### src/rtl/sbs_cfg.svh
// Constants for the serial port block: register addresses, field positions,
// reset values and cycle counts. Definitions only; included by bare name.
`ifndef SBS_CFG_SVH
`define SBS_CFG_SVH

// ----------------------------------------------------------------------------
// Register addresses
// ----------------------------------------------------------------------------
`define SBS_ADDR_POWER     8'h87
`define SBS_ADDR_TIMER_MODE_SELECT      8'h89
`define SBS_ADDR_SERIAL_CONTROL      8'h98
`define SBS_ADDR_IRQ_STAT  8'hc0
`define SBS_ADDR_IRQ_MASK  8'hc1
`define SBS_ADDR_BAUDSRC   8'hc2
`define SBS_ADDR_T1RELOAD  8'hc3
`define SBS_ADDR_T2RELOAD_LO 8'hc4
`define SBS_ADDR_T2RELOAD_HI 8'hc5
`define SBS_ADDR_DATA      8'hc6

// ----------------------------------------------------------------------------
// Field positions and reset values
// ----------------------------------------------------------------------------
`define SBS_BIT_DOUBLER    7
`define SBS_T1_MODE_HI     5
`define SBS_T1_MODE_LO     4
`define SBS_T1_AUTORELOAD  2'b10
`define SBS_IRQ_TX         0
`define SBS_IRQ_RX         1
`define SBS_RST_BYTE       8'h00
`define SBS_TX_IDLE        11'h7ff

// ----------------------------------------------------------------------------
// Cycle counts
// ----------------------------------------------------------------------------
`define SBS_T1_PRESCALE    12
`define SBS_T2_PRESCALE    2
`define SBS_OVERSAMPLE     5'h10
`define SBS_M2_BIT_SLOW    5'h04
`define SBS_M2_BIT_FAST    5'h02
`define SBS_M0_BIT         5'h0c
`define SBS_TXBITS_M0      4'h8
`define SBS_TXBITS_M1      4'ha
`define SBS_TXBITS_M23     4'hb
`define SBS_RXBITS_M0      4'h8
`define SBS_RXBITS_M1      4'h9
`define SBS_RXBITS_M23     4'ha

`endif

### src/rtl/sbs_pkg.sv
// Types shared by the serial port block.
// Assumes nothing beyond a SystemVerilog compiler.
`default_nettype none

package sbs_pkg;

  // --------------------------------------------------------------------------
  // Serial control register layout, high bit first
  // --------------------------------------------------------------------------
  typedef struct packed {
    logic serialModeHighBit;
    logic serialModeLowBit;
    logic multiprocAddressFilter;
    logic rxEnable;
    logic txNinthBit;
    logic rxNinthBit;
    logic txDoneFlag;
    logic rxDoneFlag;
  } sbs_serial_control_t;

  // --------------------------------------------------------------------------
  // Register port request
  // --------------------------------------------------------------------------
  typedef struct packed {
    logic [7:0] addr;
    logic [7:0] wrData;
    logic       wr;
    logic       rd;
  } sbs_req_t;

  typedef enum logic [1:0] {RX_IDLE, RX_START, RX_DATA} sbs_rx_state_t;

endpackage

`default_nettype wire

### src/rtl/sbs_timer.sv
// Auto-reload up counter with a prescaler; pulses overflow for one cycle.
// Assumes run and reload come from logic on the same clock.
`default_nettype none

module sbs_timer #(
  parameter int WIDTH    = 8,
  parameter int PRESCALE = 12
) (
  // Clock and reset
  input  wire logic             clock,
  input  wire logic             srst,
  // Control
  input  wire logic             run,
  input  wire logic [WIDTH-1:0] reload,
  // Event
  output var  logic             overflow
);

  logic [7:0]       preCnt_r;
  logic [7:0]       preCnt_nxt;
  logic [WIDTH-1:0] count_r;
  logic [WIDTH-1:0] count_nxt;
  logic             ovf_nxt;

  always_comb
  begin
    preCnt_nxt = preCnt_r;
    count_nxt  = count_r;
    ovf_nxt    = 1'b0;
    // While stopped the count follows the reload value, so the first period
    // after a start is already a full reload period.
    if (!run)
    begin
      preCnt_nxt = 8'h00;
      count_nxt  = reload;
    end
    else
    begin
      if (preCnt_r == 8'(PRESCALE - 1))
      begin
        preCnt_nxt = 8'h00;
        if (&count_r)
        begin
          count_nxt = reload;
          ovf_nxt   = 1'b1;
        end
        else
        begin
          count_nxt = count_r + 1'b1;
        end
      end
      else
      begin
        preCnt_nxt = preCnt_r + 8'h01;
      end
    end
  end

  always_ff @(posedge clock)
  begin
    if (srst)
    begin
      preCnt_r <= 8'h00;
      count_r  <= '0;
      overflow <= 1'b0;
    end
    else
    begin
      preCnt_r <= preCnt_nxt;
      count_r  <= count_nxt;
      overflow <= ovf_nxt;
    end
  end

endmodule

`default_nettype wire

### src/rtl/sbs_serial_port.sv
// Serial port with four modes, baud timers, register port and interrupt.
// Assumes a single-cycle register master on the same clock; rxdPin is async.
//
// Operation
// The two mode bits of serial control pick mode 0 to 3, high bit first.
// In modes 2 and 3 with the address filter set, a character whose ninth bit is zero is dropped.
// Reception only starts while the receive enable bit is one.
// In modes 2 and 3 the transmit ninth bit is sent as data bit 8.
// In modes 2 and 3 received data bit 8 is stored in the receive ninth bit.
// The transmit done flag is set when a character has been sent.
// The receive done flag is set when a character has been received.
// In modes 1 and 3 the rate is half the timer 1 overflow rate, or the full rate when doubled.
// In mode 2 the rate is a quarter of the clock, or a half when doubled.
// The baud doubler is bit 7 of the power control register at 87H.
// The timer mode register at 89H picks timer mode 0 to 3, high bit first; here only mode 2 (auto-reload) runs timer 1.
// Software loads the timer 1 reload byte from the documented formula.
// Software loads the timer 2 reload pair from the documented formula.
// Software keeps serial interrupts masked while it sets the port up.
// Both done flags stay set until software clears them.
// Modes 1 to 3 send a start bit, eight or nine data bits LSB first and a stop bit.
//
// Strobed register access was chosen for this implementation.
`include "sbs_cfg.svh"
`default_nettype none

module sbs_serial_port
  import sbs_pkg::*;
#(
  parameter int T1_PRESCALE = `SBS_T1_PRESCALE,
  parameter int T2_PRESCALE = `SBS_T2_PRESCALE
) (
  // Clock and reset
  input  wire logic       clock,
  input  wire logic       srst,
  // Register port
  input  wire sbs_req_t   regReq,
  output logic [7:0]      regRdData,
  // Serial pins
  input  wire logic       rxdPin,
  output logic            txdPin,
  output logic            shiftClkPin,
  // Interrupt
  output logic            irq
);

  // --------------------------------------------------------------------------
  // Declarations
  // --------------------------------------------------------------------------
  sbs_serial_control_t     serial_control_r, serial_control_nxt;
  sbs_rx_state_t rxState_r, rxState_nxt;
  logic [7:0]  power_r, power_nxt, timer_mode_select_r, timer_mode_select_nxt, t1Reload_r, t1Reload_nxt;
  logic [15:0] t2Reload_r, t2Reload_nxt;
  logic [7:0]  rxData_r, rxData_nxt, rdData_r, rdData_nxt;
  logic [1:0]  irqStat_r, irqStat_nxt, irqMask_r, irqMask_nxt;
  logic        useT2_r, useT2_nxt, halfPhase_r, halfPhase_nxt;
  logic        irq_r, irq_nxt, shiftClk_r, shiftClk_nxt;
  logic [10:0] txShift_r, txShift_nxt;
  logic [4:0]  txPhase_r, txPhase_nxt, rxPhase_r, rxPhase_nxt;
  logic [3:0]  txLeft_r, txLeft_nxt, rxLeft_r, rxLeft_nxt;
  logic        txBusy_r, txBusy_nxt;
  logic [9:0]  rxShift_r, rxShift_nxt, rxFrame;
  logic        rxSync1_r, rxSync2_r, rxPrev_r;
  logic [1:0]  serMode;
  logic        baud_doubler, t1Run, t1Ovf, t2Ovf, sampleTick, tick;
  logic [4:0]  bitLen, halfLen;
  logic        sconWr, txStart, txFinish, rxFinish, rxAccept, rxBit9;
  logic [7:0]  rxByte;

  // --------------------------------------------------------------------------
  // Mode decode and bit timing
  // --------------------------------------------------------------------------
  assign serMode = {serial_control_r.serialModeHighBit, serial_control_r.serialModeLowBit};
  assign baud_doubler    = power_r[`SBS_BIT_DOUBLER];
  assign t1Run   = (timer_mode_select_r[`SBS_T1_MODE_HI:`SBS_T1_MODE_LO] == `SBS_T1_AUTORELOAD);
  assign sconWr  = regReq.wr && (regReq.addr == `SBS_ADDR_SERIAL_CONTROL);

  sbs_timer #(.WIDTH(8), .PRESCALE(T1_PRESCALE)) timer1 (
    .clock    (clock),
    .srst     (srst),
    .run      (t1Run),
    .reload   (t1Reload_r),
    .overflow (t1Ovf)
  );

  sbs_timer #(.WIDTH(16), .PRESCALE(T2_PRESCALE)) timer2 (
    .clock    (clock),
    .srst     (srst),
    .run      (useT2_r),
    .reload   (t2Reload_r),
    .overflow (t2Ovf)
  );

  // Timer 1 overflows are halved unless doubled; each bit is then oversampled.
  assign sampleTick = useT2_r ? t2Ovf : (t1Ovf && (baud_doubler || halfPhase_r));
  assign tick       = serMode[0] ? sampleTick : 1'b1;

  always_comb
  begin
    if (serMode == 2'b00)
    begin
      bitLen = `SBS_M0_BIT;
    end
    else if (serMode == 2'b10)
    begin
      bitLen = baud_doubler ? `SBS_M2_BIT_FAST : `SBS_M2_BIT_SLOW;
    end
    else
    begin
      bitLen = `SBS_OVERSAMPLE;
    end
    halfLen = bitLen >> 1;
  end

  // --------------------------------------------------------------------------
  // Transmitter
  // --------------------------------------------------------------------------
  // A data write while busy is dropped; software waits for the done flag.
  assign txStart  = regReq.wr && (regReq.addr == `SBS_ADDR_DATA) && !txBusy_r;
  assign txFinish = txBusy_r && tick && (txPhase_r == bitLen - 5'h01) && (txLeft_r == 4'h1);

  always_comb
  begin
    txBusy_nxt  = txBusy_r;
    txShift_nxt = txShift_r;
    txPhase_nxt = txPhase_r;
    txLeft_nxt  = txLeft_r;
    if (txStart)
    begin
      txBusy_nxt  = 1'b1;
      txPhase_nxt = 5'h00;
      if (serMode == 2'b00)
      begin
        txShift_nxt = {3'b111, regReq.wrData};
        txLeft_nxt  = `SBS_TXBITS_M0;
      end
      else
      begin
        txShift_nxt = {1'b1, (serMode[1] ? serial_control_r.txNinthBit : 1'b1),
                       regReq.wrData, 1'b0};
        txLeft_nxt  = serMode[1] ? `SBS_TXBITS_M23 : `SBS_TXBITS_M1;
      end
    end
    else if (txBusy_r && tick)
    begin
      if (txPhase_r == bitLen - 5'h01)
      begin
        txPhase_nxt = 5'h00;
        txShift_nxt = {1'b1, txShift_r[10:1]};
        txLeft_nxt  = txLeft_r - 4'h1;
        txBusy_nxt  = (txLeft_r != 4'h1);
      end
      else
      begin
        txPhase_nxt = txPhase_r + 5'h01;
      end
    end
  end

  // --------------------------------------------------------------------------
  // Receiver
  // --------------------------------------------------------------------------
  assign rxFrame  = {rxSync2_r, rxShift_r[9:1]};
  assign rxBit9   = rxFrame[8];
  assign rxByte   = (serMode == 2'b00) ? rxFrame[9:2] :
                    ((serMode == 2'b01) ? rxFrame[8:1] : rxFrame[7:0]);
  assign rxFinish = (rxState_r == RX_DATA) && tick && (rxPhase_r == bitLen - 5'h01)
                    && (rxLeft_r == 4'h1);
  assign rxAccept = rxFinish && !(serMode[1] && serial_control_r.multiprocAddressFilter
                    && !rxBit9);

  always_comb
  begin
    rxState_nxt = rxState_r;
    rxPhase_nxt = rxPhase_r;
    rxLeft_nxt  = rxLeft_r;
    rxShift_nxt = rxShift_r;
    case (rxState_r)
      RX_IDLE:
      begin
        if (serial_control_r.rxEnable)
        begin
          if (serMode == 2'b00)
          begin
            if (!serial_control_r.rxDoneFlag)
            begin
              rxState_nxt = RX_DATA;
              rxPhase_nxt = halfLen;
              rxLeft_nxt  = `SBS_RXBITS_M0;
            end
          end
          else if (rxPrev_r && !rxSync2_r)
          begin
            rxState_nxt = RX_START;
            rxPhase_nxt = 5'h00;
          end
        end
      end
      RX_START:
      begin
        if (tick)
        begin
          if (rxPhase_r == halfLen - 5'h01)
          begin
            rxPhase_nxt = 5'h00;
            rxState_nxt = rxSync2_r ? RX_IDLE : RX_DATA;
            rxLeft_nxt  = serMode[1] ? `SBS_RXBITS_M23 : `SBS_RXBITS_M1;
          end
          else
          begin
            rxPhase_nxt = rxPhase_r + 5'h01;
          end
        end
      end
      RX_DATA:
      begin
        if (tick)
        begin
          if (rxPhase_r == bitLen - 5'h01)
          begin
            rxPhase_nxt = 5'h00;
            rxShift_nxt = rxFrame;
            rxLeft_nxt  = rxLeft_r - 4'h1;
            if (rxLeft_r == 4'h1)
            begin
              rxState_nxt = RX_IDLE;
            end
          end
          else
          begin
            rxPhase_nxt = rxPhase_r + 5'h01;
          end
        end
      end
      default:
      begin
        rxState_nxt = RX_IDLE;
      end
    endcase
  end

  // --------------------------------------------------------------------------
  // Registers, interrupt and pins
  // --------------------------------------------------------------------------
  // Hardware sets are applied after software writes, so a set always wins.
  always_comb
  begin
    serial_control_nxt      = serial_control_r;
    power_nxt     = power_r;
    timer_mode_select_nxt      = timer_mode_select_r;
    t1Reload_nxt  = t1Reload_r;
    t2Reload_nxt  = t2Reload_r;
    useT2_nxt     = useT2_r;
    irqStat_nxt   = irqStat_r;
    irqMask_nxt   = irqMask_r;
    rxData_nxt    = rxData_r;
    halfPhase_nxt = halfPhase_r;
    rdData_nxt    = `SBS_RST_BYTE;
    if (t1Ovf)
    begin
      halfPhase_nxt = !halfPhase_r;
    end
    if (regReq.wr)
    begin
      if (sconWr)
      begin
        serial_control_nxt = sbs_serial_control_t'(regReq.wrData);
      end
      else if (regReq.addr == `SBS_ADDR_POWER)
      begin
        power_nxt = regReq.wrData;
      end
      else if (regReq.addr == `SBS_ADDR_TIMER_MODE_SELECT)
      begin
        timer_mode_select_nxt = regReq.wrData;
      end
      else if (regReq.addr == `SBS_ADDR_T1RELOAD)
      begin
        t1Reload_nxt = regReq.wrData;
      end
      else if (regReq.addr == `SBS_ADDR_T2RELOAD_LO)
      begin
        t2Reload_nxt[7:0] = regReq.wrData;
      end
      else if (regReq.addr == `SBS_ADDR_T2RELOAD_HI)
      begin
        t2Reload_nxt[15:8] = regReq.wrData;
      end
      else if (regReq.addr == `SBS_ADDR_BAUDSRC)
      begin
        useT2_nxt = regReq.wrData[0];
      end
      else if (regReq.addr == `SBS_ADDR_IRQ_STAT)
      begin
        irqStat_nxt = irqStat_r & ~regReq.wrData[1:0];
      end
      else if (regReq.addr == `SBS_ADDR_IRQ_MASK)
      begin
        irqMask_nxt = regReq.wrData[1:0];
      end
    end
    if (txFinish)
    begin
      serial_control_nxt.txDoneFlag           = 1'b1;
      irqStat_nxt[`SBS_IRQ_TX]      = 1'b1;
    end
    if (rxAccept)
    begin
      serial_control_nxt.rxDoneFlag           = 1'b1;
      irqStat_nxt[`SBS_IRQ_RX]      = 1'b1;
      rxData_nxt                    = rxByte;
      if (serMode[1])
      begin
        serial_control_nxt.rxNinthBit = rxBit9;
      end
    end
    if (regReq.rd)
    begin
      if (regReq.addr == `SBS_ADDR_SERIAL_CONTROL)
      begin
        rdData_nxt = serial_control_r;
      end
      else if (regReq.addr == `SBS_ADDR_POWER)
      begin
        rdData_nxt = power_r;
      end
      else if (regReq.addr == `SBS_ADDR_TIMER_MODE_SELECT)
      begin
        rdData_nxt = timer_mode_select_r;
      end
      else if (regReq.addr == `SBS_ADDR_T1RELOAD)
      begin
        rdData_nxt = t1Reload_r;
      end
      else if (regReq.addr == `SBS_ADDR_T2RELOAD_LO)
      begin
        rdData_nxt = t2Reload_r[7:0];
      end
      else if (regReq.addr == `SBS_ADDR_T2RELOAD_HI)
      begin
        rdData_nxt = t2Reload_r[15:8];
      end
      else if (regReq.addr == `SBS_ADDR_BAUDSRC)
      begin
        rdData_nxt = {7'h00, useT2_r};
      end
      else if (regReq.addr == `SBS_ADDR_IRQ_STAT)
      begin
        rdData_nxt = {6'h00, irqStat_r};
      end
      else if (regReq.addr == `SBS_ADDR_IRQ_MASK)
      begin
        rdData_nxt = {6'h00, irqMask_r};
      end
      else if (regReq.addr == `SBS_ADDR_DATA)
      begin
        rdData_nxt = rxData_r;
      end
    end
    irq_nxt      = |(irqStat_r & irqMask_r);
    shiftClk_nxt = !((serMode == 2'b00) && ((txBusy_r && (txPhase_r < halfLen)) ||
                   ((rxState_r == RX_DATA) && (rxPhase_r < halfLen))));
  end

  always_ff @(posedge clock)
  begin
    if (srst)
    begin
      serial_control_r <= sbs_serial_control_t'(`SBS_RST_BYTE);
      power_r <= `SBS_RST_BYTE;
      timer_mode_select_r <= `SBS_RST_BYTE;
      t1Reload_r <= `SBS_RST_BYTE;
      t2Reload_r <= 16'h0000;
      useT2_r <= 1'b0;
      irqStat_r <= 2'b00;
      irqMask_r <= 2'b00;
      rxData_r <= `SBS_RST_BYTE;
      rdData_r <= `SBS_RST_BYTE;
      halfPhase_r <= 1'b0;
      irq_r <= 1'b0;
      shiftClk_r <= 1'b1;
      txBusy_r <= 1'b0;
      txShift_r <= `SBS_TX_IDLE;
      txPhase_r <= 5'h00;
      txLeft_r <= 4'h0;
      rxState_r <= RX_IDLE;
      rxPhase_r <= 5'h00;
      rxLeft_r <= 4'h0;
      rxShift_r <= 10'h000;
      rxSync1_r <= 1'b1;
      rxSync2_r <= 1'b1;
      rxPrev_r <= 1'b1;
    end
    else
    begin
      serial_control_r <= serial_control_nxt;
      power_r <= power_nxt;
      timer_mode_select_r <= timer_mode_select_nxt;
      t1Reload_r <= t1Reload_nxt;
      t2Reload_r <= t2Reload_nxt;
      useT2_r <= useT2_nxt;
      irqStat_r <= irqStat_nxt;
      irqMask_r <= irqMask_nxt;
      rxData_r <= rxData_nxt;
      rdData_r <= rdData_nxt;
      halfPhase_r <= halfPhase_nxt;
      irq_r <= irq_nxt;
      shiftClk_r <= shiftClk_nxt;
      txBusy_r <= txBusy_nxt;
      txShift_r <= txShift_nxt;
      txPhase_r <= txPhase_nxt;
      txLeft_r <= txLeft_nxt;
      rxState_r <= rxState_nxt;
      rxPhase_r <= rxPhase_nxt;
      rxLeft_r <= rxLeft_nxt;
      rxShift_r <= rxShift_nxt;
      rxSync1_r <= rxdPin;
      rxSync2_r <= rxSync1_r;
      rxPrev_r <= rxSync2_r;
    end
  end

  assign regRdData   = rdData_r;
  assign txdPin      = txShift_r[0];
  assign shiftClkPin = shiftClk_r;
  assign irq         = irq_r;
endmodule

`default_nettype wire

### config.mk
export PLATFORM = sky130hd
export DESIGN_NAME = sbs_serial_port
export DESIGN_NICKNAME = d
export VERILOG_FILES = /design/src/rtl/sbs_pkg.sv /design/src/rtl/sbs_timer.sv /design/src/rtl/sbs_serial_port.sv
export VERILOG_INCLUDE_DIRS = /design/src /design/src/rtl
export SDC_FILE = /design/constraint.sdc
export NUM_CORES = 1
export LEC_CHECK = 0
export BUFFER_PORTS_ARGS = -buffer_cell sky130_fd_sc_hd__buf_2
export CELL_PAD_IN_SITES_DETAIL_PLACEMENT = 1
export CELL_PAD_IN_SITES_GLOBAL_PLACEMENT = 1
export CORE_MARGIN = 2
export CORE_UTILIZATION = 25
export DETAILED_ROUTE_END_ITERATION = 8
export GPL_TIMING_DRIVEN = 0
export HOLD_SLACK_MARGIN = 0.15
export PLACE_DENSITY_LB_ADDON = 0.15
export SLEW_MARGIN = 20
export SYNTH_ARGS = -nofsm -noshare
export SYNTH_HDL_FRONTEND = slang
export SYNTH_SLANG_ARGS = --single-unit
### constraint.sdc
create_clock -name clock -period 5.6 [get_ports clock]
set_input_delay 1.12 -clock clock [delete_from_list [all_inputs] [get_ports clock]]
set_output_delay 1.12 -clock clock [all_outputs]
set_load 0.01 [all_outputs]
==> results.py, run 1 <==
metrics = {
    "critical_path": {
        "path_class": "flip-flop to flip-flop",
        "crit_fanout": 10,
        "crit_arrival_ns": 3.65,
        "endpoint_kind": "flip-flop",
        "r2r_start": "power_r[7]",
        "required_ns": 5.94,
        "start_kind": "flip-flop",
        "r2r_slack_ns": 2.29,
        "r2r_end": "rxLeft_r[2]",
        "r2r_cells": 10,
    },
    "final_layout": {
        "antenna_cells": 0,
        "drive_gt1_share_pct": 8.59,
        "finish.utilization_pct": 29.7,
        "area_growth_pct": 16.3,
        "seq_area_sq_um": 3140,
        "fill_cells": 3757,
        "final_area_sq_um": 9410,
        "final_cell_count_no_fill": 1403,
        "nets": 1034,
        "multi_input_area_sq_um": 4570,
    },
    "yosys": {
        "seq_area_frac_synth_pct": 38.8,
        "synthArstFlopShare_pct": 0,
        "synth_top_family_by_area": "simple AND/OR/NAND/NOR gates",
        "syn_area_sq_um": 8090,
        "synth-compound-area-share_pct": 18.2,
        "synth_xor_area_share_pct": 2.81,
        "syn_avg_cell_area_sq_um": 8.58,
        "ys_ff_latch": 157,
        "synthAdderAreaFrac_pct": 3.71,
        "synth_fp_nets": 988,
        "synthMuxAreaShare_pct": 11.0,
        "synth_cells": 943,
        "ys_warn_count": 0,
        "synth_edf_count": 0,
        "synth_cell_type_count": 81,
        "synthSimpleGateAreaFrac_pct": 20.8,
        "synth_flop_cell": "dfxtp_1",
    },
    "sta": {
        "slew-limit-headroom_pct": 42.3,
        "finalWorstSetupSlack_ns": 2.29,
        "worst_clock_skew_ns": 0.0104,
        "slew_viol_final": 0,
        "finalCritPeriodShare_pct": 59.1,
        "max_freq_ghz": 0.302,
        "timing.setup.tns_ns": 0,
        "fin_crit_ns": 3.31,
        "rsz0062_at_grt": "false",
        "hold_viol": 0,
        "finalSetupViolations": 0,
        "whs_ns": 0.414,
        "worst_slew_pin_slew_ns": 0.859,
    },
    "place": {
        "placed_cell_area_sq_um": 8730,
        "globalplace.congestion": 0.804,
        "place_hpwl_um": 20100,
        "dp_slack_ns": 1.98,
        "dp.cells": 1372,
        "io_buffer_count": 27,
    },
    "clocking": {
        "clock-sinks": 157,
        "cts_max_level": 4,
        "clk_pin_slew_ns": 0.07,
        "cts_setup_buffers": 0,
        "cts_resized": 0,
        "cts_hold_buf": 0,
        "root_buffer": "clkbuf_16",
        "cts_tree": "done",
        "clkLatencyLatePin_ns": 0.43,
        "cts_max_path_buffers": 2,
        "numCtsBuffers": 17,
    },
    "routing": {
        "drt_pass1_iterations": 5,
        "vias_per_cell": 4.98,
        "wirelength_um": 27400,
        "final_antenna_net_count": 0,
        "vias": 6983,
        "routedWlPerCell_um": 19.5,
        "route.detailed.drc": 0,
        "drt_iter0_drc": 320,
    },
    "global_routing": {
        "grt_max_degree": 17,
        "grt_pass1_vias": 7083,
        "antenna_found_initial": 0,
        "grt.total_usage_pct": 16.8,
        "overflow": 0,
        "grt_pass1_wl_um": 42900,
    },
    "job": {
        "drv_cap": 0,
    },
    "worst_hold_path": {
        "hold_class": "flip-flop to flip-flop",
        "worstHoldEndpoint": "rxSync2_r",
        "min_from": "rxSync1_r",
        "hold_path_depth": 1,
    },
    "floorplan": {
        "dieHeight_um": 184,
        "dieWidth_um": 184,
        "ioPinCount": 32,
        "core_area_sq_um": 31700,
        "die_area_sq_um": 33800,
        "rows": 65,
        "start_util_pct": 25.5,
    },
    "pwr": {
        "power_mw": 2.63,
        "p_leak_nw": 3.49,
        "p_per_area_nw_per_um2": 279,
        "vdd_drop_max_mv": 0.172,
    },
    "outcome": {
        "status": "finished clean",
    },
}
## final cells by class
type / instances / area share, %
clock inverters: 11 / 2.26
plain buffers: 57 / 2.47
well taps: 402 / 5.35
flip-flops and latches: 157 / 33.4
multi-input cells: 690 / 48.6
clock buffers: 20 / 4.96
inverters: 39 / 1.56
repair buffers: 27 / 1.44
## critical path, cell delays in order, from the launching register on
cell	delay (ns)
dfxtp_1	0.50
and3b_1	0.34
inv_1	0.07
ha_1	0.38
xnor2_1	0.15
a211oi_1	0.33
o211ai_1	0.23
a221oi_1	0.50
buf_2	0.30
nand2_1	0.13
o32ai_1	0.29
## Yosys cell counts (all sizes together) (7+ instances only)
| cell | instances | area, sq um |
|---|---|---|
| nor4 | 9 | 62.6 |
| o2bb2ai | 9 | 78.8 |
| o211ai | 12 | 90.1 |
| nand3 | 33 | 165 |
| nand4 | 7 | 58.8 |
| nand2b | 15 | 93.8 |
| o21ai | 43 | 215 |
| and3 | 13 | 81.3 |
| a22oi | 9 | 67.6 |
| or2 | 7 | 43.8 |
| nand2 | 62 | 235 |
| a21oi | 61 | 305 |
| inv | 38 | 143 |
| nor2 | 114 | 433 |
| dfxtp | 157 | 3140 |
| mux2i | 88 | 881 |
| a31oi | 9 | 56.3 |
| ha | 24 | 300 |
| nor3 | 20 | 100 |
| and2 | 9 | 56.3 |
| buf | 12 | 63.8 |
| xor2 | 17 | 149 |
| clkbuf | 45 | 169 |
| or4 | 7 | 52.6 |
| xnor2 | 9 | 78.8 |
## how the worst max path moves through the flow
stage / depth (start not counted) / from / to / slack [ns]
final: 10 / power_r[7] / rxLeft_r[2] / 2.29
after global routing: 10 / power_r[7] / rxLeft_r[1] / 1.90
after CTS: 10 / power_r[7] / rxLeft_r[2] / 2.25
after detailed placement: 8 / regReq[14] / t1Reload_r[3] / 1.98
after global placement: 5 / srst / timer1.count_r[4] / 1.98
after floorplan: 7 / regReq[12] / serial_control_r[2] / 2.70
## placed cells by master, fill, tap and decap left out, types with 5 or more instances in the layout
| cell | count |
|---|---|
| dfxtp_1 | 157 |
| nand4_1 | 6 |
| nand2b_1 | 15 |
| inv_1 | 37 |
| o211ai_1 | 12 |
| a222oi_1 | 5 |
| a31oi_1 | 9 |
| a211oi_1 | 6 |
| nor3_1 | 20 |
| buf_2 | 36 |
| o21ai_0 | 39 |
| nor4_1 | 8 |
| o2bb2ai_1 | 9 |
| xor2_1 | 17 |
| clkbuf_1 | 45 |
| nor2b_1 | 6 |
| clkbuf_16 | 17 |
| xnor2_1 | 9 |
| a22oi_1 | 9 |
| nand3b_1 | 6 |
| or2_2 | 5 |
| and2_1 | 9 |
| ha_1 | 24 |
| a21oi_1 | 61 |
| nand2_1 | 61 |
| or3_1 | 5 |
| bufinv_16 | 6 |
| or4_1 | 7 |
| nor2_1 | 112 |
| and3_1 | 13 |
| nand3_1 | 33 |
| a2111oi_0 | 6 |
| mux2i_1 | 88 |
## report_power, final
| part | internal, mW | switching (mW) | leakage, nW |
|---|---|---|---|
| registers | 1.12 | 0.00670 | 1.27 |
| logic | 0.0407 | 0.0955 | 1.90 |
| clock network | 0.868 | 0.495 | 0.324 |
| total | 2.03 | 0.597 | 3.49 |
## sequential cells by signal, summed over array words and instances, names as in the netlist, 2 cells and up
name and cells:
regRdData 8, txPhase_r 5, rxLeft_r 4, power_r 8, t1Reload_r 8, txShift_r 10
serial_control_r 6, timer1.count_r 8, irqMask_r 2, rxPhase_r 5, irqStat_r 2, rxState_r 2
rxShift_r 9, timer1.preCnt_r 8, txLeft_r 4, timer2.preCnt_r 8, timer2.count_r 16, serMode 2
t2Reload_r 16, rxData_r 8, timer_mode_select_r 8
## cells by family (layout without fill, tap and decap cells)
kind of cell	Yosys count	after routing
xor gates and xnor gates	26	26
muxes	89	89
adders and majority gates	24	24
and+or+nand+nor	333	333
AOI/OAI and AO/OA	218	218
DFF	157	157
buffers and inverters	96	154
## metal layers
metal	GRT usage [%]	vias to the layer above	wire (um)
li1	-	3497	-
met1	23.3	3379	13900
met2	26.5	80	12200
met3	2.69	27	629
met4	5.47	0	600
met5	0	-	0
(Power assumes the default switching activity.)
==> inputs of run 2 (changes only) <==
- ABC_AREA: not set -> 1
- clock period: 5.6 -> 2.75 ns (I/O delays scaled with it)
==> results.py, run 2 <==
metrics = {
    "outcome": {
        "status": "finished clean",
    },
    "sta": {
        "fin_crit_ns": 2.47,
        "whs_ns": 0.297,
        "finalCritPeriodShare_pct": 89.9,
        "worst_slew_pin_slew_ns": 0.917,
        "hold_viol": 0,
        "finalSetupViolations": 0,
        "slew_viol_final": 0,
        "worst_clock_skew_ns": 0.0149,
        "finalWorstSetupSlack_ns": 0.279,
        "slew-limit-headroom_pct": 38.9,
        "max_freq_ghz": 0.405,
        "rsz0062_at_grt": "false",
        "timing.setup.tns_ns": 0,
    },
    "yosys": {
        "synth_cell_type_count": 48,
        "synth_fp_nets": 1234,
        "synth_cells": 1189,
        "synth-compound-area-share_pct": 17.9,
        "synth_xor_area_share_pct": 2.85,
        "synth_area_leaders": "dfxtp_1 38%, nand2_1 12%, a21oi_1 7.2%, inv_1 6.9%, o21ai_0 6.3%",
        "syn_area_sq_um": 8220,
        "synth_edf_count": 0,
        "syn_avg_cell_area_sq_um": 6.91,
        "synth_top_area_share_pct": 38.2,
        "yosysTopAreaCell": "dfxtp_1",
        "synthArstFlopShare_pct": 0,
        "synth_top_family_by_area": "simple AND/OR/NAND/NOR gates",
        "synthTopCellsByCount": "256 x nand2_1, 157 x dfxtp_1, 150 x inv_1",
        "synth.most_common_cell": "nand2_1",
        "ys_warn_count": 0,
        "synthAdderAreaFrac_pct": 3.65,
        "synthSimpleGateAreaFrac_pct": 27.9,
        "synth_flop_cell": "dfxtp_1",
        "synthMuxAreaShare_pct": 0,
        "seq_area_frac_synth_pct": 38.2,
        "ys_ff_latch": 157,
    },
    "critical_path": {
        "crit_fanout": 11,
        "crit_arrival_ns": 2.76,
        "start_kind": "flip-flop",
        "r2r_start": "serMode[0]",
        "r2r_slack_ns": 0.28,
        "r2r_cells": 11,
        "path_class": "flip-flop to flip-flop",
        "slowest_delay_ns": 0.60,
        "r2r_end": "txShift_r[4]",
        "path_cells": "inv_4, nand2_1, ha_1, a21oi_1, nand4_1, nor2_2, nand3_4, nand2_4, inv_2, nand2_1, nand3_1",
        "crit_top_cell": "nand2_1",
        "required_ns": 3.04,
        "endpoint_kind": "flip-flop",
        "crit_slowest_cell": "dfxtp_1",
    },
    "worst_hold_path": {
        "worstHoldEndpoint": "rxSync1_r",
        "min_from": "rxdPin",
        "hold_class": "input port to flip-flop",
        "hold_path_depth": 2,
    },
    "place": {
        "place_hpwl_um": 22400,
        "dp.cells": 1662,
        "globalplace.congestion": 0.839,
        "io_buffer_count": 31,
        "dp_slack_ns": 0.241,
    },
    "pwr": {
        "power_mw": 5.10,
        "p_per_area_nw_per_um2": 536,
        "vdd_drop_max_mv": 0.423,
        "p_leak_nw": 3.86,
    },
    "clocking": {
        "cts_max_path_buffers": 2,
        "clkLatencyLatePin_ns": 0.44,
        "clk_pin_slew_ns": 0.07,
        "cts_resized": 0,
        "cts_setup_buffers": 0,
        "cts_tree": "done",
        "numCtsBuffers": 17,
        "cts_hold_buf": 0,
        "root_buffer": "clkbuf_16",
        "cts_max_level": 4,
        "clock-sinks": 157,
    },
    "routing": {
        "route.detailed.drc": 0,
        "wirelength_um": 29100,
        "vias_per_cell": 4.60,
        "vias": 7794,
        "routedWlPerCell_um": 17.2,
        "drt_iter0_drc": 304,
        "drt_pass1_iterations": 4,
        "final_antenna_net_count": 0,
    },
    "final_layout": {
        "drive_gt1_share_pct": 9.27,
        "antenna_cells": 0,
        "final_common_cell": "nand2_1",
        "nets": 1284,
        "final_cell_count_no_fill": 1694,
        "top_regs": "t2Reload_r (16), timer2.count_r (16), txShift_r (10)",
        "final_cell_mix": "256 x nand2_1, 157 x dfxtp_1, 150 x inv_1",
        "area_growth_pct": 15.8,
    },
    "floorplan": {
        "ioPinCount": 32,
        "dieHeight_um": 185,
        "rows": 66,
        "dieWidth_um": 185,
        "core_area_sq_um": 32500,
        "start_util_pct": 25.3,
        "die_area_sq_um": 34300,
    },
    "global_routing": {
        "overflow": 0,
        "grt_pass1_wl_um": 46000,
        "grt.total_usage_pct": 17.8,
        "grt_max_degree": 17,
        "grt_pass1_vias": 7995,
        "antenna_found_initial": 0,
    },
    "job": {
        "drv_cap": 0,
    },
}
run 2: cell count changes in the layout (fill, tap and decap cells not counted), sizes merged, moves of 13 or more:
cell / delta
mux2i: -88
nand3: +62
inv: +119
nand2: +203
nand2b: -15
clkbuf: -23
and3: -13
nand4: +18
o21ai: +68
a21oi: +59
run 2: critical path, delay by kind of cell (launching register included):
kind,cells,cell delay [ns]
and+or+nand+nor,7,0.95
AOI/OAI and AO/OA,1,0.17
buffers and inverters,2,0.29
adders and majority gates,1,0.32
DFF,1,0.60
run 2: worst max path at each step:
| stage | endpoint | slack [ns] | start | cells past startpoint |
|---|---|---|---|---|
| 5_1_grt | rxData_r[6] | 0.04 | serMode[0] | 12 |
| 6_report | txShift_r[4] | 0.28 | serMode[0] | 11 |
| 4_1_cts | txShift_r[4] | 0.24 | power_r[7] | 12 |
| 3_3_place_gp | rxLeft_r[0] | 0.25 | power_r[7] | 13 |
| 3_5_place_dp | rxLeft_r[0] | 0.24 | power_r[7] | 12 |
| 2_1_floorplan | rxShift_r[4] | 0.80 | serMode[0] | 12 |
run 2: cell type report:
cell class / count / area [sq um]
fill: 4061 / 22900
multi-input combinational: 837 / 4300
sequential: 157 / 3140
inverter: 157 / 592
tap: 442 / 553
clock buffer: 20 / 447
buffer: 38 / 188
timing repair buffer: 31 / 155
clock inverter: 12 / 138
run 2: layer usage:
layer | wire length [um] | part of all wire [%] | vias to the layer above | track usage (%)
met5 | 0 | 0 | - | 0
li1 | - | - | 4005 | -
met3 | 442 | 1.5 | 32 | 2.56
met1 | 13900 | 48 | 3694 | 22.6
met4 | 648 | 2.2 | 0 | 5.71
met2 | 14100 | 48 | 63 | 30.8
run 2: cells by family (layout without fill, tap and decap cells):
family	Yosys count	in the layout
AND/OR/NAND/NOR	516	516
adder cells (fa/ha/maj)	24	24
XOR/XNOR	25	25
flip-flops	157	157
buffers and inverters	195	258
AO/OA/AOI/OAI	272	272
run 2: where the power goes:
| part | switching (mW) | internal (mW) | leakage, nW | total [mW] |
|---|---|---|---|---|
| registers | 0.0278 | 2.30 | 1.27 | 2.33 |
| logic | 0.262 | 0.103 | 2.33 | 0.365 |
| clock network | 1.04 | 1.37 | 0.269 | 2.41 |
| total | 1.33 | 3.77 | 3.86 | 5.10 |
run 2: metrics by stage:
stage | util, % | cell area, sq um
6_report | 29.3 | 9510
5_1_grt | 29.3 | 9510
4_1_cts | 29.3 | 9510
3_5_place_dp | 27.5 | 8930
3_3_place_gp | 27.5 | 8930
2_1_floorplan | - | 8220
